### src/rtl/dacsw_pkg.sv
// Shared constants and types for the serial write front end
package dacsw_pkg;

	// ==========================================================
	// Frame layout
	localparam int unsigned WORD_BITS  = 24;
	localparam int unsigned DATA_BITS  = 16;
	localparam int unsigned CHANNELS   = 4;
	localparam int unsigned ENTRY_BITS = DATA_BITS + 1;
	localparam int unsigned CNT_BITS   = 5;

	localparam logic [CNT_BITS-1:0] LAST_BIT_COUNT = 5'h18;
	localparam logic [CNT_BITS-1:0] COUNT_RESET    = 5'h00;

	// Field positions inside the locked word
	localparam int unsigned ADDR_HI_POS = 23;
	localparam int unsigned ADDR_LO_POS = 22;
	localparam int unsigned LOAD_HI_POS = 21;
	localparam int unsigned LOAD_LO_POS = 20;
	localparam int unsigned CHSEL_HI    = 18;
	localparam int unsigned CHSEL_LO    = 17;
	localparam int unsigned PDFLAG_POS  = 16;

	// ==========================================================
	// Load commands
	localparam logic [1:0] LOAD_STORE     = 2'h0;
	localparam logic [1:0] LOAD_SINGLE    = 2'h1;
	localparam logic [1:0] LOAD_SIMUL     = 2'h2;
	localparam logic [1:0] LOAD_BROADCAST = 2'h3;

	// ==========================================================
	// Reset values: zero scale, powered up
	localparam logic [WORD_BITS-1:0]  WORD_RESET  = 24'h000000;
	localparam logic [ENTRY_BITS-1:0] ENTRY_RESET = 17'h00000;
	localparam logic [1:0]            SYNC_RESET  = 2'h3;

	typedef enum logic [1:0] {
		DACSW_IDLE,
		DACSW_SHIFT,
		DACSW_LOCKED
	} dacsw_state_t;

	typedef logic [ENTRY_BITS-1:0] dacsw_entry_t;

endpackage : dacsw_pkg

### src/rtl/dacsw_word_if.sv
// Carrier for a locked frame from the shifter to the decoder
`timescale 1ns/1ps
interface dacsw_word_if;
	import dacsw_pkg::*;

	logic                 word_valid;
	logic [WORD_BITS-1:0] word;
	logic [1:0]           strap;

	modport sender
	(
		output word_valid,
		output word,
		output strap
	);

	modport receiver
	(
		input word_valid,
		input word,
		input strap
	);
endinterface : dacsw_word_if

### src/rtl/dacsw_decode.sv
// Command decoder with temporary and channel registers
`timescale 1ns/1ps
module dacsw_decode
	import dacsw_pkg::*;
(
	input  wire logic                                clock,
	input  wire logic                                nrst,
	dacsw_word_if.receiver                           frame,
	output logic [CHANNELS-1:0][ENTRY_BITS-1:0]      buffer_entry,
	output logic [CHANNELS-1:0][ENTRY_BITS-1:0]      channel_entry,
	output logic                                     update_done
);

	// ==========================================================
	// Field helpers
	function automatic logic chan_hit(input logic [WORD_BITS-1:0] w,
		input int unsigned ch);
		chan_hit = (w[CHSEL_HI:CHSEL_LO] == ch[1:0]);
	endfunction : chan_hit

	logic [1:0]   load_cmd;
	logic         addressed;
	dacsw_entry_t new_entry;

	always_comb
	begin
		load_cmd  = frame.word[LOAD_HI_POS:LOAD_LO_POS];
		// Data and powerdown_flag travel together; mode bits stay in data
		new_entry = frame.word[PDFLAG_POS:0];
		addressed = (frame.word[ADDR_HI_POS:ADDR_LO_POS] == frame.strap)
			|| (load_cmd == LOAD_BROADCAST);
	end

	// ==========================================================
	// Per-channel update
	genvar gi;
	generate
		for (gi = 0; gi < CHANNELS; gi++)
		begin : g_chan
			dacsw_entry_t buf_q;
			dacsw_entry_t buf_d;
			dacsw_entry_t dac_q;
			dacsw_entry_t dac_d;
			logic         hit;

			always_comb
			begin
				hit   = chan_hit(frame.word, gi);
				buf_d = buf_q;
				dac_d = dac_q;
				// Unaddressed or aborted frames leave everything as is
				if (frame.word_valid && addressed)
				begin
					case (load_cmd)
						LOAD_STORE:
						begin
							if (hit)
								buf_d = new_entry;
						end
						LOAD_SINGLE:
						begin
							if (hit)
							begin
								buf_d = new_entry;
								dac_d = new_entry;
							end
						end
						LOAD_SIMUL:
						begin
							if (hit)
							begin
								buf_d = new_entry;
								dac_d = new_entry;
							end
							else
								dac_d = buf_q;
						end
						LOAD_BROADCAST:
						begin
							if (frame.word[CHSEL_HI])
							begin
								buf_d = new_entry;
								dac_d = new_entry;
							end
							else
								dac_d = buf_q;
						end
						default:
						begin
							buf_d = buf_q;
						end
					endcase
				end
			end

			always_ff @(posedge clock or negedge nrst)
			begin
				if (!nrst)
				begin
					buf_q <= ENTRY_RESET;
					dac_q <= ENTRY_RESET;
				end
				else
				begin
					buf_q <= buf_d;
					dac_q <= dac_d;
				end
			end

			assign buffer_entry[gi]  = buf_q;
			assign channel_entry[gi] = dac_q;
		end
	endgenerate

	// ==========================================================
	// Completion pulse
	logic next_update_done;

	always_comb
	begin
		next_update_done = frame.word_valid && addressed;
	end

	always_ff @(posedge clock or negedge nrst)
	begin
		if (!nrst)
			update_done <= 1'b0;
		else
			update_done <= next_update_done;
	end

endmodule : dacsw_decode

### src/rtl/dacsw_frontend.sv
// Serial write front end: pin sampling, shifter and decoder
`timescale 1ns/1ps
module dacsw_frontend
	import dacsw_pkg::*;
(
	input  wire logic                           clock,
	input  wire logic                           nrst,
	input  wire logic                           frame_select_n,
	input  wire logic                           serial_clock,
	input  wire logic                           serial_data,
	input  wire logic                           port_enable_n,
	input  wire logic                           address_strap_high,
	input  wire logic                           address_strap_low,
	output logic [CHANNELS-1:0][ENTRY_BITS-1:0] buffer_entry,
	output logic [CHANNELS-1:0][ENTRY_BITS-1:0] channel_entry,
	output logic                                update_done,
	output logic                                frame_aborted
);

	// ==========================================================
	// Pin synchronisers
	// Link clock is only sampled; 80 ns period gives 8 samples per bit
	logic [1:0] sel_sync;
	logic [1:0] clk_sync;
	logic [1:0] dat_sync;
	logic [1:0] en_sync;
	logic [1:0] strap_hi_sync;
	logic [1:0] strap_lo_sync;
	logic       clk_prev;
	logic       sel_prev;
	logic [1:0] next_sel_sync;
	logic [1:0] next_clk_sync;
	logic [1:0] next_dat_sync;
	logic [1:0] next_en_sync;
	logic [1:0] next_strap_hi_sync;
	logic [1:0] next_strap_lo_sync;
	logic       next_clk_prev;
	logic       next_sel_prev;

	always_comb
	begin
		// Straps are resampled all the time; a change acts on the next word to lock
		next_sel_sync      = {sel_sync[0], frame_select_n};
		next_clk_sync      = {clk_sync[0], serial_clock};
		next_dat_sync      = {dat_sync[0], serial_data};
		next_en_sync       = {en_sync[0], port_enable_n};
		next_strap_hi_sync = {strap_hi_sync[0], address_strap_high};
		next_strap_lo_sync = {strap_lo_sync[0], address_strap_low};
		next_clk_prev      = clk_sync[1];
		next_sel_prev      = sel_sync[1];
	end

	always_ff @(posedge clock or negedge nrst)
	begin
		if (!nrst)
		begin
			// Idle high levels, so no false edge follows reset
			sel_sync      <= SYNC_RESET;
			clk_sync      <= SYNC_RESET;
			dat_sync      <= 2'h0;
			en_sync       <= SYNC_RESET;
			strap_hi_sync <= 2'h0;
			strap_lo_sync <= 2'h0;
			clk_prev      <= 1'b1;
			sel_prev      <= 1'b1;
		end
		else
		begin
			sel_sync      <= next_sel_sync;
			clk_sync      <= next_clk_sync;
			dat_sync      <= next_dat_sync;
			en_sync       <= next_en_sync;
			strap_hi_sync <= next_strap_hi_sync;
			strap_lo_sync <= next_strap_lo_sync;
			clk_prev      <= next_clk_prev;
			sel_prev      <= next_sel_prev;
		end
	end

	// Falling-edge decode shared by link clock and frame select
	function automatic logic fell(input logic prev_level,
		input logic cur_level);
		fell = prev_level && !cur_level;
	endfunction : fell

	logic sclk_fall;
	logic sel_fall;
	logic sel_rise;
	logic port_on;

	always_comb
	begin
		sclk_fall = fell(clk_prev, clk_sync[1]);
		sel_fall  = fell(sel_prev, sel_sync[1]);
		sel_rise  = !sel_prev && sel_sync[1];
		port_on   = !en_sync[1];
	end

	// ==========================================================
	// Frame state machine and shifter
	dacsw_state_t         state;
	dacsw_state_t         next_state;
	logic [WORD_BITS-1:0] shift;
	logic [WORD_BITS-1:0] next_shift;
	logic [CNT_BITS-1:0]  count;
	logic [CNT_BITS-1:0]  next_count;
	logic                 word_valid;
	logic                 next_word_valid;
	logic                 next_frame_aborted;

	always_comb
	begin
		next_state         = state;
		next_shift         = shift;
		next_count         = count;
		next_word_valid    = 1'b0;
		next_frame_aborted = 1'b0;
		if (!port_on)
		begin
			// Disabled port drops any frame in progress
			next_state = DACSW_IDLE;
			next_count = COUNT_RESET;
		end
		else if (sel_fall)
		begin
			next_state = DACSW_SHIFT;
			next_count = COUNT_RESET;
		end
		else
		begin
			case (state)
				DACSW_IDLE:
				begin
					next_state = DACSW_IDLE;
				end
				DACSW_SHIFT:
				begin
					if (sel_rise)
					begin
						// Partial word never reaches the decoder
						next_state         = DACSW_IDLE;
						next_count         = COUNT_RESET;
						next_frame_aborted = 1'b1;
					end
					else if (sclk_fall && !sel_sync[1])
					begin
						next_shift = {shift[WORD_BITS-2:0], dat_sync[1]};
						next_count = count + 5'h01;
						if (count + 5'h01 == LAST_BIT_COUNT)
						begin
							next_state      = DACSW_LOCKED;
							next_word_valid = 1'b1;
						end
					end
				end
				DACSW_LOCKED:
				begin
					// Further clocks ignored until the next select fall
					next_state = DACSW_LOCKED;
				end
				default:
				begin
					next_state = DACSW_IDLE;
				end
			endcase
		end
	end

	always_ff @(posedge clock or negedge nrst)
	begin
		if (!nrst)
		begin
			state         <= DACSW_IDLE;
			shift         <= WORD_RESET;
			count         <= COUNT_RESET;
			word_valid    <= 1'b0;
			frame_aborted <= 1'b0;
		end
		else
		begin
			state         <= next_state;
			shift         <= next_shift;
			count         <= next_count;
			word_valid    <= next_word_valid;
			frame_aborted <= next_frame_aborted;
		end
	end

	// ==========================================================
	// Decoder
	dacsw_word_if word_link ();

	assign word_link.word_valid = word_valid;
	assign word_link.word       = shift;
	assign word_link.strap      = {strap_hi_sync[1], strap_lo_sync[1]};

	dacsw_decode u_decode
	(
		.clock         (clock),
		.nrst          (nrst),
		.frame         (word_link.receiver),
		.buffer_entry  (buffer_entry),
		.channel_entry (channel_entry),
		.update_done   (update_done)
	);

endmodule : dacsw_frontend

### config.mk
export PLATFORM = sky130hd
export DESIGN_NAME = dacsw_frontend
export DESIGN_NICKNAME = d
export VERILOG_FILES = /design/src/rtl/dacsw_pkg.sv /design/src/rtl/dacsw_word_if.sv /design/src/rtl/dacsw_decode.sv /design/src/rtl/dacsw_frontend.sv
export SDC_FILE = /design/constraint.sdc
export NUM_CORES = 1
export LEC_CHECK = 0
export BUFFER_PORTS_ARGS = -buffer_cell sky130_fd_sc_hd__buf_2
export CORE_MARGIN = 2
export CORE_UTILIZATION = 55
export CTS_BUF_LIST = sky130_fd_sc_hd__clkbuf_8
export DETAILED_ROUTE_END_ITERATION = 10
export HOLD_SLACK_MARGIN = 0.1
export PLACE_DENSITY_LB_ADDON = 0.2
export SYNTH_ARGS = -nofsm -noshare
export SYNTH_HDL_FRONTEND = slang
export SYNTH_HIERARCHICAL = 1
export SYNTH_SLANG_ARGS = --single-unit
### constraint.sdc
create_clock -name clock -period 4.4 [get_ports clock]
set_clock_uncertainty 0.2 [all_clocks]
set_input_delay 0.88 -clock clock [delete_from_list [all_inputs] [get_ports clock]]
set_output_delay 0.88 -clock clock [all_outputs]
set_load 0.1 [all_outputs]
==> out/qor.yml <==
clock_tree:
  h-tree-depth: 4
  postCtsSetupRepairBufs: 0
  insertion_delay_ps: 470
  root_buffer: "clkbuf_8"
  cts_tree: "done"
  clock-sinks: 184
  hold_buffers: 0
  cts_buffer_depth: 2
  cts_resized: 0
  clk_pin_slew_worst_paths_ps: 90
  cts_buffers: 17
power:
  combPwrFrac: 0.022
  power_switching_w: 0.0006675
  p_sw_frac: 0.2308
  intPower_w: 0.002224
  powerDensity_nw_per_um2: 280.7
  seqPwrFrac: 0.592
  peakVddDrop_mv: 0.2003
  leakagePower_nw: 5.285
  p_clk_frac: 0.386
worst_setup_path:
  crit_path_max_incr_delay_ps: 780
  startpoint_type: "flip-flop"
  crit_required_ps: 4550
  rr_worst_depth: 4
  r2r_end: "u_decode/g_chan[0].buf_q[9]"
  critPathArrivalTime_ps: 3370
  path_buf_inv: 0
  cpLargestDelayFamily: "simple AND/OR/NAND/NOR gates"
  reg2reg_slack_ps: 1180
  crit_slowest_cell: "dfrtp_2"
  worstSetupEndpointType: "flip-flop"
  path_class: "flip-flop to flip-flop"
  reg2reg_from: "shift[18]"
  cp_max_fo: 63
  crit_path_cell_trace: "or2_1, mux2i_1, and3_1, mux2_2"
routing:
  firstDrtPassIters: 5
  vias_per_cell: 5.828
  routed-via-count: 6417
  drt_iter0_drc: 574
  drc_errors: 0
  detail-route-antenna-nets: 0
  post_drt_wl_per_cell_um: 19.67
  totalWireLength_um: 21650
yosys:
  yosysWarnings: 6
  syn_area_sq_um: 9238
  synth_seq_area_share: 0.4995
  synth_seq_cells: 184
  postSynthCellCount: 765
  synth-edff-count: 0
  syn_area_per_cell_sq_um: 12.08
  synthDistinctLibCells: 48
  synthArstFlopShare: 1.000
  synth_flop_cell: "dfrtp_1"
  syn_nets: 778
floorplan:
  core_area_sq_um: 16520
  dieHeight_um: 133.6
  dieArea_sq_um: 17850
  start_util: 0.5590
  die_w_um: 133.6
  num_rows: 47
  io_pins: 146
status:
  status: "finished, final reports clean"
place:
  portBuffers: 145
  place.gp.congestion: 0.8613
  placedCellCount: 1069
  dp_hpwl_um: 14590
timing:
  maxSlewViolCount: 0
  fmax_mhz: 310.9
  holdWs_ps: 158.1
  tightest_slew_ps: 1059
  finalSetupViolations: 0
  slew_headroom: 0.2940
  post-route-period-util: 0.7310
  rsz0062_at_grt: "no"
  fin_crit_ps: 3216
  finalHoldViolations: 0
  setup-tns-final_ps: 0
finish:
  fin_nets: 881
  final_layout_size_suffix_gt1_frac: 0.4291
  post-route-util: 0.6235
  n_antenna_cell: 0
  syn_to_final_growth_pct: 11.53
  layout.cells.non_filler: 1101
global_route:
  grt_max_degree: 93
  grt_overflow: 0
  grt_pass1_wl_um: 35020
  grtUsageTotal: 0.2513
  grt_pass1_vias: 6386
  antenna_found_initial: 0
worst_hold_path:
  hp-class: "flip-flop to flip-flop"
  whs_endpoint: "strap_lo_sync[1]"
  min_path_cells: 0
  hold_start: "strap_lo_sync[0]"
job:
  drv_cap: 0
## metal layers
layer / up-vias / track usage / part of all wire
li1: 2933 / - / -
met1: 3218 / 0.3506 / 0.44
met2: 237 / 0.3906 / 0.47
met3: 29 / 0.07040 / 0.074
met4: 0 / 0.06619 / 0.014
met5: - / 0 / 0
## logic make-up after synthesis
family | count (synthesis) | synth area share
mux | 198 | 0.2508
fa+ha+maj | 5 | 0.006772
flops | 184 | 0.4995
xor+xnor | 2 | 0.001897
compound gates | 108 | 0.07639
simple gates | 176 | 0.1120
buf+inv | 92 | 0.05255
## final cells by class
cell class                 count  area (sq um)
sequential                   184          4618
inverter                      25         93.84
tap                          220         275.3
clock buffer                  17         234.0
clock inverter                15         153.9
timing repair buffer         151         789.5
multi-input combinational    489          4138
fill                        1310          6222
## cells in the final DEF (no fill, tap or decap), drive strengths merged, types with 4 or more instances in the layout
cell type | synthesis | routed
mux2i | 20 | 20
nand3 | 21 | 21
dfrtp | 176 | 176
nor3 | 4 | 4
nor2b | 20 | 20
nor2 | 54 | 54
and3 | 19 | 19
clkinvlp | 0 | 4
nor3b | 39 | 39
dfstp | 8 | 8
o21ai | 45 | 45
o221ai | 17 | 17
clkinv | 0 | 4
clkbuf | 35 | 17
mux2 | 178 | 178
ha | 5 | 5
o22a | 17 | 17
nand2 | 9 | 9
a21oi | 22 | 22
buf | 32 | 151
inv | 25 | 30
## cell usage after synthesis (all sizes together) (4+ instances only)
library cell / instances / area share
nor2: 54 / 0.023
mux2: 178 / 0.23
nand2: 9 / 0.0045
clkbuf: 35 / 0.014
nor3: 4 / 0.0022
inv: 25 / 0.010
and3: 19 / 0.013
a21oi: 22 / 0.012
o22a: 17 / 0.016
dfrtp: 176 / 0.48
mux2i: 20 / 0.022
buf: 32 / 0.028
nand3: 21 / 0.012
dfstp: 8 / 0.023
nor3b: 39 / 0.036
o221ai: 17 / 0.016
o21ai: 45 / 0.026
nor2b: 20 / 0.014
ha: 5 / 0.0068
## worst max-delay path by stage
stage / from / endpoint / slack, ps / cells past startpoint
6_report: shift[18] / u_decode/g_chan[0].buf_q[9] / 1180 / 4
5_1_grt: shift[18] / u_decode/g_chan[2].dac_q[8] / 1070 / 4
4_1_cts: shift[18] / u_decode/g_chan[0].buf_q[9] / 1260 / 4
3_3_place_gp: shift[18] / u_decode/g_chan[0].buf_q[9] / 1350 / 4
3_5_place_dp: shift[18] / u_decode/g_chan[0].buf_q[12] / 1270 / 4
2_1_floorplan: shift[17] / u_decode/g_chan[2].dac_q[10] / 2300 / 6
## power by group through the flow
stage,Combinational (W),Sequential (W),Clock (W)
finish,0.0000647,0.00171,0.00112
global route,0.0000755,0.00171,0.00122
CTS,0.0000674,0.00171,0.00114
detailed placement,0.0000671,0.00174,0
global placement,0.0000641,0.00174,0
floorplan,0.0000252,0.00174,0
## per-stage QoR
| step | total power, W | cell area [sq um] | setup WS, ps |
|---|---|---|---|
| 2_1_floorplan | 0.001765 | 9238 | 2297 |
| 3_3_place_gp | 0.001807 | 9915 | 1350 |
| 3_5_place_dp | 0.001811 | 9915 | 1267 |
| 4_1_cts | 0.002922 | 10300 | 1257 |
| 5_1_grt | 0.003005 | 10300 | 1070 |
| 6_report | 0.002892 | 10300 | 1184 |
## state kept, by name, indices dropped and copies added (netlist names), 2 cells and up
| signal | cells |
|---|---|
| clk_sync | 2 |
| count | 5 |
| dat_sync | 2 |
| en_sync | 2 |
| sel_sync | 2 |
| shift | 24 |
| state | 2 |
| strap_hi_sync | 2 |
| strap_lo_sync | 2 |
| u_decode/g_chan.buf_q | 68 |
| u_decode/g_chan.dac_q | 68 |
Power figures use the tool's default switching activity.
